**config.mk**
```make
export PLATFORM = sky130hd
export DESIGN_NAME = sla_sync_line_assist
export DESIGN_NICKNAME = d
export VERILOG_FILES = /design/src/design/sla_pkg.sv /design/src/design/sla_sync_line_assist.sv
export SDC_FILE = /design/constraint.sdc
export NUM_CORES = 1
export LEC_CHECK = 0
export ABC_CLOCK_PERIOD_IN_PS = 2900
export BUFFER_PORTS_ARGS = -buffer_cell sky130_fd_sc_hd__buf_4
export CAP_MARGIN = 30
export CORE_MARGIN = 2
export CORE_UTILIZATION = 44
export CTS_BUF_LIST = sky130_fd_sc_hd__clkbuf_8 sky130_fd_sc_hd__clkbuf_16
export DETAILED_ROUTE_END_ITERATION = 6
export GPL_TIMING_DRIVEN = 0
export PLACE_DENSITY = 0.84
export SLEW_MARGIN = 20
export SYNTH_ARGS = -nofsm -noshare
export SYNTH_HDL_FRONTEND = slang
export SYNTH_SLANG_ARGS = --single-unit
```
**constraint.sdc**
```tcl
create_clock -name MCLK -period 2.9 [get_ports MCLK]
set_clock_uncertainty 0.15 [all_clocks]
set_input_delay 0.58 -clock MCLK [delete_from_list [all_inputs] [get_ports MCLK]]
set_output_delay 0.58 -clock MCLK [all_outputs]
set_load 0.05 [all_outputs]
```
**src/design/sla_pkg.sv**
```systemverilog
// How it works
// - While enabled, clock line owns port B bit 4, data line bit 5.
// - Data register bit 0 sets pin drive; read returns pin level; resets to 1.
// - Clock register bit 0 sets pin drive; read returns pin level; resets to 1.
// - Both lines open-drain; outside pull-low shows in readback.
// - Data falls while clock high: falling condition, flagged only when enabled.
// - Falling flag reads 1 when seen; cleared by any write or reset.
// - Each falling condition raises its interrupt, normally middle request bit 7.
// - Data rises while clock high: rising condition, flagged only when enabled.
// - Rising flag reads 1 when seen; cleared by any write or reset.
// - Each rising condition raises its interrupt, normally middle request bit 6.
// - Condition detectors ignore any transmit or receive direction.
// - Every clock rise captures data level into sampled bit 0; resets 0.
// - Clock rise sets rise flag; reading sampled register clears it; resets 0.
// - Control bit 3 reads 1 while clock held low; sampled write clears.
// - Control bit 1 holds clock low after each falling edge until released.
// - Control bit 2 holds clock low after falling edge if falling flag set.
// - Control bit 0 enables; bits 7 to 4 read 0; all reset 0.
// - Enable puts both port pins into open-drain line mode.
// - Any write to sampled register releases a stretched clock line.
package sla_pkg;

    // Register byte offsets
    localparam logic [7:0] SLA_OFS_DATA_IO = 8'h00;
    localparam logic [7:0] SLA_OFS_CLOCK_IO = 8'h04;
    localparam logic [7:0] SLA_OFS_CONTROL = 8'h08;
    localparam logic [7:0] SLA_OFS_FALL_COND = 8'h0c;
    localparam logic [7:0] SLA_OFS_RISE_COND = 8'h10;
    localparam logic [7:0] SLA_OFS_SAMPLED = 8'h14;
    localparam logic [7:0] SLA_OFS_RISE_SEEN = 8'h18;

    // Field positions
    localparam int SLA_BIT_LINE = 0;
    localparam int SLA_BIT_ENABLE = 0;
    localparam int SLA_BIT_STRETCH_EN = 1;
    localparam int SLA_BIT_COND_STRETCH_EN = 2;
    localparam int SLA_BIT_STRETCH_ACTIVE = 3;

    // Port B pin numbers taken over while enabled
    localparam int SLA_PB_CLOCK_PIN = 4;
    localparam int SLA_PB_DATA_PIN = 5;

    // Default interrupt manager positions
    localparam int SLA_IRQ_FALL_BIT = 7;
    localparam int SLA_IRQ_RISE_BIT = 6;

    // Reset values
    localparam logic SLA_RST_DRIVE = 1'b1;
    localparam logic [2:0] SLA_RST_CTRL = 3'h0;
    localparam logic SLA_RST_FLAG = 1'b0;
    localparam logic [1:0] SLA_RST_SYNC = 2'h3;

    // Writable control fields
    typedef struct packed {
        logic cond_stretch_enable;
        logic stretch_enable;
        logic block_enable;
    } sla_ctrl_t;

    // Filtered line levels
    typedef struct packed {
        logic clock_line;
        logic data_line;
    } sla_lines_t;

endpackage

```
**src/design/sla_sync_line_assist.sv**
```systemverilog
// The implementer's own choices: the register offsets and the APB register port.
module sla_sync_line_assist
    import sla_pkg::*;
(
    input wire logic MCLK,
    input wire logic NRST,
    input wire logic PSEL,
    input wire logic PENABLE,
    input wire logic PWRITE,
    input wire logic [7:0] PADDR,
    input wire logic [31:0] PWDATA,
    output logic [31:0] PRDATA,
    output logic PREADY,
    output logic PSLVERR,
    input wire logic CLOCK_LINE_I,
    output logic CLOCK_LINE_O,
    output logic CLOCK_LINE_OE,
    input wire logic DATA_LINE_I,
    output logic DATA_LINE_O,
    output logic DATA_LINE_OE,
    output logic [5:0] PORT_B_OVERRIDE,
    output logic PORT_B_OPEN_DRAIN,
    output logic FALLING_COND_IRQ,
    output logic RISING_COND_IRQ
);

    logic [2:0] clk_sync_r;
    logic [2:0] dat_sync_r;
    sla_lines_t lines_r;
    sla_lines_t lines_nxt;
    logic clock_rise;
    logic clock_fall;
    logic data_rise;
    logic data_fall;
    logic fall_event;
    logic rise_event;

    logic data_drive_r;
    logic clock_drive_r;
    sla_ctrl_t ctrl_r;
    logic fall_flag_r;
    logic rise_flag_r;
    logic sampled_r;
    logic rise_seen_r;
    logic stretch_r;
    logic fall_irq_r;
    logic rise_irq_r;
    logic [31:0] prdata_r;
    logic slverr_r;

    logic setup;
    logic access;
    logic wr;
    logic rd;
    logic hit;
    logic [31:0] rd_mux;

    // Pin synchronisers, three stages each
    always_ff @(posedge MCLK or negedge NRST)
    begin
        if (!NRST)
        begin
            clk_sync_r <= {SLA_RST_SYNC, 1'b1};
            dat_sync_r <= {SLA_RST_SYNC, 1'b1};
        end
        else
        begin
            clk_sync_r <= {clk_sync_r[1:0], CLOCK_LINE_I};
            dat_sync_r <= {dat_sync_r[1:0], DATA_LINE_I};
        end
    end

    // Accept a new level once stages two and three agree
    always_comb
    begin
        lines_nxt = lines_r;
        if (clk_sync_r[1] == clk_sync_r[2])
        begin
            lines_nxt.clock_line = clk_sync_r[2];
        end
        if (dat_sync_r[1] == dat_sync_r[2])
        begin
            lines_nxt.data_line = dat_sync_r[2];
        end
    end

    // Filtered line levels
    always_ff @(posedge MCLK or negedge NRST)
    begin
        if (!NRST)
        begin
            lines_r <= '1;
        end
        else
        begin
            lines_r <= lines_nxt;
        end
    end

    // Single-cycle edge strobes from the filtered levels
    assign clock_rise = lines_nxt.clock_line & ~lines_r.clock_line;
    assign clock_fall = ~lines_nxt.clock_line & lines_r.clock_line;
    assign data_rise = lines_nxt.data_line & ~lines_r.data_line;
    assign data_fall = ~lines_nxt.data_line & lines_r.data_line;

    // Conditions, regardless of who drives the lines
    assign fall_event = ctrl_r.block_enable & data_fall & lines_r.clock_line;
    assign rise_event = ctrl_r.block_enable & data_rise & lines_r.clock_line;

    // APB phase decode
    assign setup = PSEL & ~PENABLE;
    assign access = PSEL & PENABLE;
    assign wr = access & PWRITE & hit;
    assign rd = access & ~PWRITE & hit;

    // Address decode, aligned words only
    always_comb
    begin
        hit = 1'b1;
        unique case (PADDR)
            SLA_OFS_DATA_IO, SLA_OFS_CLOCK_IO, SLA_OFS_CONTROL,
            SLA_OFS_FALL_COND, SLA_OFS_RISE_COND, SLA_OFS_SAMPLED,
            SLA_OFS_RISE_SEEN: hit = 1'b1;
            default: hit = 1'b0;
        endcase
    end

    // Read data select; unused bits read zero
    always_comb
    begin
        rd_mux = 32'h0;
        unique case (PADDR)
            SLA_OFS_DATA_IO: rd_mux[SLA_BIT_LINE] = lines_r.data_line;
            SLA_OFS_CLOCK_IO: rd_mux[SLA_BIT_LINE] = lines_r.clock_line;
            SLA_OFS_CONTROL:
            begin
                rd_mux[2:0] = ctrl_r;
                rd_mux[SLA_BIT_STRETCH_ACTIVE] = stretch_r;
            end
            SLA_OFS_FALL_COND: rd_mux[SLA_BIT_LINE] = fall_flag_r;
            SLA_OFS_RISE_COND: rd_mux[SLA_BIT_LINE] = rise_flag_r;
            SLA_OFS_SAMPLED: rd_mux[SLA_BIT_LINE] = sampled_r;
            SLA_OFS_RISE_SEEN: rd_mux[SLA_BIT_LINE] = rise_seen_r;
            default: rd_mux = 32'h0;
        endcase
    end

    // Read data captured in the setup cycle, so it stands through the access
    always_ff @(posedge MCLK or negedge NRST)
    begin
        if (!NRST)
        begin
            prdata_r <= 32'h0;
        end
        else if (setup)
        begin
            prdata_r <= PWRITE ? 32'h0 : rd_mux;
        end
    end

    // Error flag for unmapped addresses, also taken in the setup cycle
    always_ff @(posedge MCLK or negedge NRST)
    begin
        if (!NRST)
        begin
            slverr_r <= 1'b0;
        end
        else if (setup)
        begin
            slverr_r <= ~hit;
        end
    end

    assign PRDATA = prdata_r;
    assign PREADY = 1'b1;
    assign PSLVERR = access & slverr_r;

    // Data line drive bit
    always_ff @(posedge MCLK or negedge NRST)
    begin
        if (!NRST)
        begin
            data_drive_r <= SLA_RST_DRIVE;
        end
        else if (wr && PADDR == SLA_OFS_DATA_IO)
        begin
            data_drive_r <= PWDATA[SLA_BIT_LINE];
        end
    end

    // Clock line drive bit
    always_ff @(posedge MCLK or negedge NRST)
    begin
        if (!NRST)
        begin
            clock_drive_r <= SLA_RST_DRIVE;
        end
        else if (wr && PADDR == SLA_OFS_CLOCK_IO)
        begin
            clock_drive_r <= PWDATA[SLA_BIT_LINE];
        end
    end

    // Control register
    always_ff @(posedge MCLK or negedge NRST)
    begin
        if (!NRST)
        begin
            ctrl_r <= SLA_RST_CTRL;
        end
        else if (wr && PADDR == SLA_OFS_CONTROL)
        begin
            ctrl_r.block_enable <= PWDATA[SLA_BIT_ENABLE];
            ctrl_r.stretch_enable <= PWDATA[SLA_BIT_STRETCH_EN];
            ctrl_r.cond_stretch_enable <= PWDATA[SLA_BIT_COND_STRETCH_EN];
        end
    end

    // Falling condition flag; a new event beats a clearing write
    always_ff @(posedge MCLK or negedge NRST)
    begin
        if (!NRST)
        begin
            fall_flag_r <= SLA_RST_FLAG;
        end
        else if (fall_event)
        begin
            fall_flag_r <= 1'b1;
        end
        else if (wr && PADDR == SLA_OFS_FALL_COND)
        begin
            fall_flag_r <= 1'b0;
        end
    end

    // Rising condition flag; a new event beats a clearing write
    always_ff @(posedge MCLK or negedge NRST)
    begin
        if (!NRST)
        begin
            rise_flag_r <= SLA_RST_FLAG;
        end
        else if (rise_event)
        begin
            rise_flag_r <= 1'b1;
        end
        else if (wr && PADDR == SLA_OFS_RISE_COND)
        begin
            rise_flag_r <= 1'b0;
        end
    end

    // Falling condition interrupt, one pulse per event
    always_ff @(posedge MCLK or negedge NRST)
    begin
        if (!NRST)
        begin
            fall_irq_r <= 1'b0;
        end
        else
        begin
            fall_irq_r <= fall_event;
        end
    end

    // Rising condition interrupt, one pulse per event
    always_ff @(posedge MCLK or negedge NRST)
    begin
        if (!NRST)
        begin
            rise_irq_r <= 1'b0;
        end
        else
        begin
            rise_irq_r <= rise_event;
        end
    end

    assign FALLING_COND_IRQ = fall_irq_r;
    assign RISING_COND_IRQ = rise_irq_r;

    // Data level captured at each clock rise; value is not meaningful before one
    always_ff @(posedge MCLK or negedge NRST)
    begin
        if (!NRST)
        begin
            sampled_r <= 1'b0;
        end
        else if (clock_rise)
        begin
            sampled_r <= lines_r.data_line;
        end
    end

    // Clock rise flag; a new rise beats a clearing read
    always_ff @(posedge MCLK or negedge NRST)
    begin
        if (!NRST)
        begin
            rise_seen_r <= SLA_RST_FLAG;
        end
        else if (clock_rise)
        begin
            rise_seen_r <= 1'b1;
        end
        else if (rd && PADDR == SLA_OFS_SAMPLED)
        begin
            rise_seen_r <= 1'b0;
        end
    end

    // Clock stretch after a falling clock edge; release by sampled write
    always_ff @(posedge MCLK or negedge NRST)
    begin
        if (!NRST)
        begin
            stretch_r <= 1'b0;
        end
        else if (ctrl_r.block_enable && clock_fall &&
                 (ctrl_r.stretch_enable ||
                  (ctrl_r.cond_stretch_enable && fall_flag_r)))
        begin
            stretch_r <= 1'b1;
        end
        else if (wr && PADDR == SLA_OFS_SAMPLED)
        begin
            stretch_r <= 1'b0;
        end
    end

    // Open-drain pads: only ever pull low, while enabled
    assign DATA_LINE_O = 1'b0;
    assign CLOCK_LINE_O = 1'b0;
    assign DATA_LINE_OE = ctrl_r.block_enable & ~data_drive_r;
    assign CLOCK_LINE_OE = ctrl_r.block_enable & (~clock_drive_r | stretch_r);

    // Port B pin takeover while enabled
    always_comb
    begin
        PORT_B_OVERRIDE = 6'h0;
        PORT_B_OVERRIDE[SLA_PB_CLOCK_PIN] = ctrl_r.block_enable;
        PORT_B_OVERRIDE[SLA_PB_DATA_PIN] = ctrl_r.block_enable;
    end

    assign PORT_B_OPEN_DRAIN = ctrl_r.block_enable;

endmodule

```
After elaboration in Yosys (flattened, before gate mapping)

Index checks and enable logic that the tools add are counted.

Memories kept: 0
Input bits: 47
Register bits: 53
RAM bits: 0
Memory bits (read-only): 0
Bits in latches: 0
Output and inout port bits: 47
Word-level logic and storage cells: 84

Magnitude comparators: 0
Shifts and indexed selects: 0
Add/sub/neg operators: 0
Muxes and demuxes: 14
Bitwise gates (word level): 27
Eq/ne operators: 8
Divide/modulo/power cells: 0
$mul: 0
Reduce and logical (&&, ||, !) cells: 17

Operators by type and width:

| kind                 | count |
|---|---|
| $eq A8 B5 Y1 const B | 3 |
| $and A1 B1 Y1        | 17 |
| $eq A8 B4 Y1 const B | 2 |
| $mux W1              | 11 |
| $logic_and A1 B1 Y1  | 10 |
| $not A1 Y1           | 9 |
| $eq A8 B3 Y1 const B | 1 |
| $logic_not A8 Y1     | 1 |
| $reduce_bool A2 Y1   | 4 |
| $pmux W1 S7          | 1 |
| $reduce_or A7 Y1     | 1 |
| $mux W4              | 1 |
| $mux W3              | 1 |
| $eq A1 B1 Y1         | 2 |
| $logic_or A1 B1 Y1   | 1 |
| $or A1 B1 Y1         | 1 |

Logic depth before layout (Yosys ltp)

Gate-level depths: netlist (run 1).

Depth in word-level cells: 7
Depth in mapped cells: 5
Mapped depth without buffers: 4

Least setup slack after synthesis (run 1)

OpenSTA, ideal clock, no wires.

Path kind: reg-to-output
Start: register ctrl_r (netlist bit PORT_B_OPEN_DRAIN)
End: output CLOCK_LINE_OE
Data arrival time: 1896 ps
Path buffers: 0
Stages on the path, launching flop included: 2
Slack: 274 ps
Data required time: 2170 ps
Path through: dfrtp_1 > a21boi_0

Cells in the longest elaborated chain, start to end: 1

RTL lines:

| element       | line                        | RTL |
|---|---|---|
| from (decl)   | sla_sync_line_assist.sv:40  | `sla_ctrl_t ctrl_r;` |
| $and A1 B1 Y1 | sla_sync_line_assist.sv:335 | `assign CLOCK_LINE_OE = ctrl_r.block_enable & (~clock_drive_r \| stretch_r);` |
| to (decl)     | sla_sync_line_assist.sv:17  | `output logic CLOCK_LINE_OE,` |

No other way between the ends.

Worst setup path in the final report (run 1)

Same ends and word-level chain as after synthesis.

==> impl_results.md, run 1 <==
- Clock Latency Late Sink: 0.27 ns
- Hold WC Path Type: in -> async
- Min cycle time layout: 1.95 ns
- Die H: 59.8 um
- Worst setup EP type: output pin
- Gate Count Post-Synth: 129
- Setup CP Type: reg -> out
- Root Driver: clkbuf_8
- Clk slew on worst S/H paths: 0.08 ns
- Filler instances: 297
- Pleak: 0.000976 uW
- Num CTS Buffers: 3
- Initial Utilization: 0.455
- CTS tree: done
- # nets final: 242
- Final Hold Fails: 0
- Cell variety after synth: 31
- Reg power frac: 0.484
- Ranking of synthesized cells by area: dfrtp_1 (27%), buf_4 (20%), dfstp_2 (19%), mux2_2 (7.4%), a21o_1 (2.2%)
- Register area share after synthesis: 0.467
- Most numerous cell in the Yosys netlist: buf_4
- Total Routing Usage GR: 0.138
- Max_slew headroom: 0.668
- Post-Route WL: 2360 um
- Status: finished, final reports clean
- CP Buf/Inv Count: 1
- Post_cts resized: 0
- EDFF count, synth: 0
- # DRC: 0
- Most instantiated cells after synthesis: buf_4 (37), dfrtp_1 (15), dfstp_2 (10)
- CTS Hold Buffers Added: 0
- Vias after detailed routing: 1,014
- Gate power share: 0.262
- Worst-margin pin slew: 0.494 ns
- Crit path from: PORT_B_OPEN_DRAIN
- Final setup fails: 0
- Critical path launch point type: flip-flop
- Layout area overhead: 30.7%
- Sw Ratio: 0.324
- Slowest cell on crit path: dfrtp_1
- Core ar.: 0.00300 mm2
- PortBufs: 28
- DP Area: 0.00174 mm2
- I/O pin count: 94
- NetSw: 254 uW
- Clk pwr share: 0.254
- Vias per Instance: 4.47
- Max clock buf depth: 2
- Max-cap violations: 0
- Detailed Route Iter0 Violations: 23
- Multi-input gate area: 553 um2
- Fmax: 0.512 GHz
- Die area: 0.00357 mm2
- Cell family with most CP delay: flip-flops
- Critical path's largest stage delay: 0.48 ns
- Int Power: 530 uW
- Req. time, crit path: 2.17 ns
- Ys async rst share: 1.00
- Area share of the largest cell type after synthesis: 0.274
- Sequential Area: 638 um2
- # rows: 20
- Avg Inst Size Synth: 10.6 um2
- GP Congestion: 0.861
- First-pass DRT Iterations: 4
- Fin. max-slew vios: 0
- Setup TNS: 0 ns
- Clock sinks: 25
- Reg2reg start: PORT_B_OPEN_DRAIN
- Share of cells above drive strength 1: 0.459
- CP Depth: 2
- Post-Syn Area: 0.00137 mm2
- Final instance area: 0.00179 mm2
- Final core utilization: 0.595
- Vias in the first global route: 857
- Worst slack at placement: 0.866 ns
- Critical path fanouts, max: 8
- CP cell instances: a21boi_0 -> buf_4
- GRT overflow: 0
- Setup Fix Bufs, Post-CTS: 0
- Initial antenna violation count: 0
- Reg2reg path depth: 4
- Ys flop type: dfrtp_1
- DR WL/cell: 10.4 um
- Synth Register Bits: 25
- Largest net degree at the start of global routing: 26
- Max rail drop VDD: 354 uV
- Ys Warns: 0
- Number of H-tree levels: 1
- Post-synth top area cell: dfrtp_1
- Final worst slack: 0.948 ns
- ANT nets after route: 0
- Die W: 59.8 um
- Detail Placement HPWL: 1860 um
- RSZ-0062 raised after global routing: false
- Antenna cell count: 0
- First-pass GRT wire length: 3590 um
- Worst EP arrival: 1.22 ns
- Period utilisation layout: 0.673
- PwrDens: 438 mW/mm2
## per-stage QoR
step           cells  power, uW  hold WS (ns)
2_1_floorplan    162        551         0.134
3_3_place_gp     223        587         0.196
3_5_place_dp     223        590         0.201
4_1_cts          227        793        0.0466
5_1_grt          227        819        0.0580
6_report         227        784        0.0474
## worst register-to-register path, delay by kind of cell (launching register included)
| kind | cells | cell delay [ns] |
|---|---|---|
| compound gates | 3 | 0.54 |
| flops | 1 | 0.47 |
| mux | 1 | 0.30 |
## layout by cell type, fill, tap and decap left out, drive strengths merged, types with 2 or more instances in the layout
cell and instances:
clkbuf 4, a21oi 2, buf 66, dfstp 10
nand3 3, and3 2, nand4 3, a21o 4
o21ai 4, dfrtp 15, nor3 4, nor2 6
a22o 3, nand2b 2, nand2 7, mux2 9
conb 35, inv 3
## final timing paths
check                                end  slack, ns
setup / recovery           CLOCK_LINE_OE       0.95
min in group MCLK          clk_sync_r[1]       0.21
hold / removal                 ctrl_r[1]       0.05
hold reg to reg            clk_sync_r[1]       0.21
max in group asynchronous     lines_r[0]       2.27
setup reg to reg               PRDATA[0]       1.34
## metal layers
metal,vias up,track usage,wire length [um],part of all wire
li1,506,-,-,-
met1,453,0.175,981,0.42
met2,48,0.207,1080,0.46
met3,7,0.0368,228,0.097
met4,0,0.0921,66,0.028
met5,-,0,0,0
## state kept, by name (all words and copies together), names as in the netlist, 2 cells and up
name	count
PRDATA	4
clk_sync_r	3
dat_sync_r	3
ctrl_r	2
lines_r	2
## cell families (layout without fill, tap and decap cells)
kind of cell | Yosys count | count (layout) | synth area share
and+or+nand+nor | 33 | 33 | 0.136
buffers and inverters | 41 | 73 | 0.220
DFF | 25 | 25 | 0.467
muxes | 9 | 9 | 0.0741
other | 2 | 35 | 0.00549
AOI/OAI and AO/OA | 19 | 19 | 0.0979
## area by class of cell
| class | instances | area share |
|---|---|---|
| sequential | 25 | 0.357 |
| multi-input combinational | 96 | 0.309 |
| buffer | 39 | 0.164 |
| timing repair buffer | 28 | 0.118 |
| clock buffer | 3 | 0.0231 |
| tap | 33 | 0.0231 |
| inverter | 2 | 0.00420 |
| clock inverter | 1 | 0.00210 |
## power groups by stage
stage	Clock [uW]	Sequential, uW	Combinational, uW
floorplan	0	384	168
global placement	0	385	202
detailed placement	0	386	204
CTS	209	380	204
global route	220	382	218
finish	199	380	205
(Power assumes the default switching activity.)
==> inputs of run 2 (changes only) <==
--- a/config.mk
+++ b/config.mk
@@ -5,15 +5,15 @@
 export SDC_FILE = /design/constraint.sdc
 export NUM_CORES = 1
 export LEC_CHECK = 0
-export ABC_CLOCK_PERIOD_IN_PS = 2900
+export ABC_CLOCK_PERIOD_IN_PS = 2000
 export BUFFER_PORTS_ARGS = -buffer_cell sky130_fd_sc_hd__buf_4
 export CAP_MARGIN = 30
 export CORE_MARGIN = 2
-export CORE_UTILIZATION = 44
+export CORE_UTILIZATION = 41
 export CTS_BUF_LIST = sky130_fd_sc_hd__clkbuf_8 sky130_fd_sc_hd__clkbuf_16
 export DETAILED_ROUTE_END_ITERATION = 6
 export GPL_TIMING_DRIVEN = 0
-export PLACE_DENSITY = 0.84
+export PLACE_DENSITY = 0.79
 export SLEW_MARGIN = 20
 export SYNTH_ARGS = -nofsm -noshare
 export SYNTH_HDL_FRONTEND = slang
==> constraint.sdc (replaced) <==
create_clock -name MCLK -period 2 [get_ports MCLK]
set_clock_uncertainty 0.15 [all_clocks]
set_input_delay 0.4 -clock MCLK [delete_from_list [all_inputs] [get_ports MCLK]]
set_output_delay 0.4 -clock MCLK [all_outputs]
set_load 0.05 [all_outputs]
==> impl_results.md, run 2 (same netlist as run 1, synthesis figures left out) <==
- Status: finished, final reports clean
- Max-cap violations: 0
- First-pass DRT Iterations: 4
- Detailed Route Iter0 Violations: 14
- Fmax: 0.588 GHz
- Worst slack at placement: 0.139 ns
- Multi-input gate area: 559 um2
- Initial antenna violation count: 0
- Number of H-tree levels: 1
- Critical path fanouts, max: 8
- DR WL/cell: 10.3 um
- Filler instances: 296
- Worst EP arrival: 1.15 ns
- Post_cts resized: 0
- Total Routing Usage GR: 0.133
- RSZ-0062 raised after global routing: false
- Vias in the first global route: 856
- Post-placement cell count: 234
- Pleak: 0.000981 uW
- # DRC: 0
- Vias after detailed routing: 1,003
- Share of cells above drive strength 1: 0.472
- Die W: 61.8 um
- Initial Utilization: 0.441
- Vias per Instance: 4.20
- Total power: 1140 uW
- Root Driver: clkbuf_8
- Clk slew on worst S/H paths: 0.08 ns
- Setup TNS: 0 ns
- Antenna cell count: 0
- Hold Path Cell Cnt: 1
- Final worst slack: 0.299 ns
- Layout area overhead: 33.0%
- Final setup fails: 0
- Critical path launch point type: flip-flop
- Reg2reg path depth: 4
- Detail Placement HPWL: 2020 um
- Die H: 61.8 um
- Setup CP Type: reg -> out
- Clock Latency Late Sink: 0.26 ns
- Fin. max-slew vios: 0
- PortBufs: 28
- Max clock buf depth: 2
- GRT overflow: 0
- CTS Hold Buffers Added: 1
- Most frequent cells in the layout: buf_4 (65), conb_1 (35), dfrtp_1 (15), dfstp_2 (10), mux2_2 (9)
- Worst setup EP type: output pin
- CTS tree: done
- Largest net degree at the start of global routing: 26
- # nets final: 243
- Num CTS Buffers: 3
- Setup Fix Bufs, Post-CTS: 0
- Most common cell after layout, fill and taps aside: buf_4
- Sequential Area: 638 um2
- Period utilisation layout: 0.850
- ANT nets after route: 0
- Max rail drop VDD: 617 uV
- Post-Route WL: 2470 um
- I/O pin count: 94
- First-pass GRT wire length: 3670 um
- # rows: 20
- Final Hold Fails: 0
- Die area: 0.00381 mm2
- Req. time, crit path: 1.45 ns
- Layout Cells excl Fill: 239
- Core ar.: 0.00310 mm2
- Clock sinks: 25
- Hold WC Path Type: in -> reg
- Min cycle time layout: 1.70 ns
- Largest register FFs: 4
- PwrDens: 625 mW/mm2
- GP Congestion: 0.831
-- run 2: worst paths after layout --
path / start / end / slack [ns]
setup / recovery: PORT_B_OPEN_DRAIN / CLOCK_LINE_OE / 0.30
hold / removal: CLOCK_LINE_I / clk_sync_r[0] / 0.09
setup reg to reg: PORT_B_OPEN_DRAIN / PRDATA[0] / 0.44
hold reg to reg: dat_sync_r[0] / dat_sync_r[1] / 0.21
max in group asynchronous: NRST / dat_sync_r[2] / 1.00
min in group asynchronous: NRST / PORT_B_OPEN_DRAIN / 0.42
-- run 2: where the power goes --
part | switching [uW] | total (uW) | internal [uW]
sequential | 15.6 | 551 | 536
clock | 147 | 286 | 139
combinational | 204 | 300 | 96.1
total | 366 | 1140 | 771
-- run 2: final cells by class --
type	count	area share
Multi-Input combinational cell	96	0.307
Buffer	39	0.161
Sequential cell	25	0.351
Clock inverter	1	0.00275
Tap cell	44	0.0303
Inverter	2	0.00413
Clock buffer	3	0.0227
Timing Repair Buffer	29	0.121
-- run 2: worst max-delay path, stage by stage, from the launching register on --
cell      delay [ns]
dfrtp_1         0.48
a21boi_2        0.20
buf_4           0.21
-- run 2: per-layer routing --
layer  global-route usage  share of wire
met5                    0              0
met4               0.0274              0
met3               0.0476          0.091
met2                0.245           0.50
met1                0.147           0.41
-- run 2: metrics by stage --
| stage | instance area (um2) | hold slack (ns) | util |
|---|---|---|---|
| 2_1_floorplan | 1500 | -0.0456 | - |
| 6_report | 1820 | 0.0882 | 0.586 |
| 3_5_place_dp | 1760 | 0.165 | 0.568 |
| 3_3_place_gp | 1760 | 0.161 | 0.568 |
| 4_1_cts | 1820 | 0.0830 | 0.586 |
| 5_1_grt | 1820 | 0.0658 | 0.586 |
==> inputs of run 3 (changes only) <==
--- a/config.mk
+++ b/config.mk
@@ -10,10 +10,9 @@
 export CAP_MARGIN = 30
 export CORE_MARGIN = 2
 export CORE_UTILIZATION = 41
-export CTS_BUF_LIST = sky130_fd_sc_hd__clkbuf_8 sky130_fd_sc_hd__clkbuf_16
 export DETAILED_ROUTE_END_ITERATION = 6
 export GPL_TIMING_DRIVEN = 0
-export PLACE_DENSITY = 0.79
+export PLACE_DENSITY = 0.76
 export SLEW_MARGIN = 20
 export SYNTH_ARGS = -nofsm -noshare
 export SYNTH_HDL_FRONTEND = slang
==> impl_results.md, run 3 (same netlist as run 1, synthesis figures left out) <==
- Share of cells above drive strength 1: 0.472
- RSZ-0062 raised after global routing: false
- Filler instances: 308
- Setup CP Type: reg -> out
- Gate power share: 0.280
- Root Driver: clkbuf_4
- Clk slew on worst S/H paths: 0.13 ns
- Post-Route WL: 2600 um
- Req. time, crit path: 1.45 ns
- R2R Path End: PRDATA[0]
- Layout area overhead: 31.7%
- CP Buf/Inv Count: 1
- Int Power: 707 uW
- Setup TNS: 0 ns
- Initial Utilization: 0.441
- Detail Placement HPWL: 2150 um
- Slowest cell on crit path: dfrtp_1
- Setup Fix Bufs, Post-CTS: 0
- Most common cell after layout, fill and taps aside: buf_4
- Clock Latency Late Sink: 0.32 ns
- NetSw: 366 uW
- Min cycle time layout: 1.77 ns
- Fmax: 0.566 GHz
- Max clock buf depth: 2
- Largest net degree at the start of global routing: 26
- Die W: 61.8 um
- Vias in the first global route: 949
- Period utilisation layout: 0.883
- Hold Path Cell Cnt: 1
- Fin. max-slew vios: 0
- Reg2reg start: PORT_B_OPEN_DRAIN
- ANT nets after route: 0
- Layout Cells excl Fill: 239
- Status: finished, final reports clean
- CP cell instances: a21boi_2 -> buf_4
- Sw Ratio: 0.341
- Number of H-tree levels: 1
- DR WL/cell: 10.9 um
- Vias per Instance: 4.27
- Max-cap violations: 0
- Critical path launch point type: flip-flop
- Cell family with most CP delay: flip-flops
- Pleak: 0.000973 uW
- Largest register FFs: 4
- Vias after detailed routing: 1,021
- PwrDens: 596 mW/mm2
- Most frequent cells in the layout: buf_4 (65), conb_1 (35), dfrtp_1 (15), dfstp_2 (10), mux2_2 (9)
- Reg power frac: 0.514
- Core ar.: 0.00310 mm2
- Critical path's largest stage delay: 0.49 ns
- Die H: 61.8 um
- Post-placement cell count: 234
- I/O pin count: 94
- Total Routing Usage GR: 0.149
- GRT overflow: 0
- Hold WC Path Type: in -> reg
- Worst setup EP type: output pin
- Detailed Route Iter0 Violations: 20
- Clk pwr share: 0.206
- Origin of the worst min-delay path: DATA_LINE_I
- # rows: 20
- GP Congestion: 0.833
- Flop2flop setup slack: 0.46 ns
- CTS tree: done
- Initial antenna violation count: 0
- Max rail drop VDD: 441 uV
- Reg2reg path depth: 4
- # DRC: 0
- Antenna cell count: 0
- Critical path fanouts, max: 8
- Final Hold Fails: 0
- # nets final: 243
- Clock sinks: 25
- Worst EP arrival: 1.22 ns
- PortBufs: 28
- Final setup fails: 0
- Hold Path End: dat_sync_r[0]
- First-pass GRT wire length: 4080 um
- Num CTS Buffers: 3
- First-pass DRT Iterations: 4
- Die area: 0.00381 mm2
run 3: cell counts in the layout (fill, tap and decap cells not counted):
Identical to the previous run, type by type.
run 3: timing repair:
action,CTS,global route
hold buffers,1,0
endpoints found under the setup margin,0,0
endpoints found under the hold margin,15,0
gates resized for setup,0,0
run 3: metal layers:
layer	vias up	wire length [um]	track usage
met4	0	47	0.0638
met3	5	240	0.0269
met5	-	0	0
met1	460	1010	0.171
met2	53	1310	0.272
li1	503	-	-
run 3: worst max-delay path by stage:
stage                                  from             to  slack [ns]  cells past startpoint
final                     PORT_B_OPEN_DRAIN  CLOCK_LINE_OE        0.23                      2
after global placement             PADDR[4]      ctrl_r[2]        0.18                      5
after floorplan           PORT_B_OPEN_DRAIN  CLOCK_LINE_OE        0.18                      1
after detailed placement           PADDR[4]      ctrl_r[2]        0.12                      5
after global routing      PORT_B_OPEN_DRAIN  CLOCK_LINE_OE        0.17                      2
after CTS                 PORT_B_OPEN_DRAIN  CLOCK_LINE_OE        0.21                      2
run 3: layout make-up:
class,instances,area [um2],share of cell area
Buffer,39,293,0.163
Multi-Input combinational cell,96,559,0.311
Inverter,2,7.51,0.00417
Clock inverter,1,5.00,0.00278
Sequential cell,25,638,0.354
Timing Repair Buffer,29,220,0.122
Clock buffer,3,22.5,0.0125
Tap cell,44,55.1,0.0306
run 3: power by group through the flow:
stage | registers, uW | clock network [uW] | logic, uW
finish | 552 | 221 | 300
floorplan | 556 | 0 | 243
CTS | 552 | 232 | 298
detailed placement | 561 | 0 | 296
global route | 555 | 251 | 321
global placement | 559 | 0 | 293
run 3: stage by stage:
stage / utilization / power (uW) / worst slack, ns / area (um2) / hold WS (ns)
after global placement: 0.568 / 852 / 0.177 / 1760 / 0.159
after global routing: 0.580 / 1130 / 0.169 / 1800 / 0.00273
final: 0.580 / 1070 / 0.234 / 1800 / 0.0252
after detailed placement: 0.568 / 857 / 0.117 / 1760 / 0.162
after CTS: 0.580 / 1080 / 0.211 / 1800 / 0.00964
after floorplan: - / 800 / 0.181 / 1500 / -0.0456
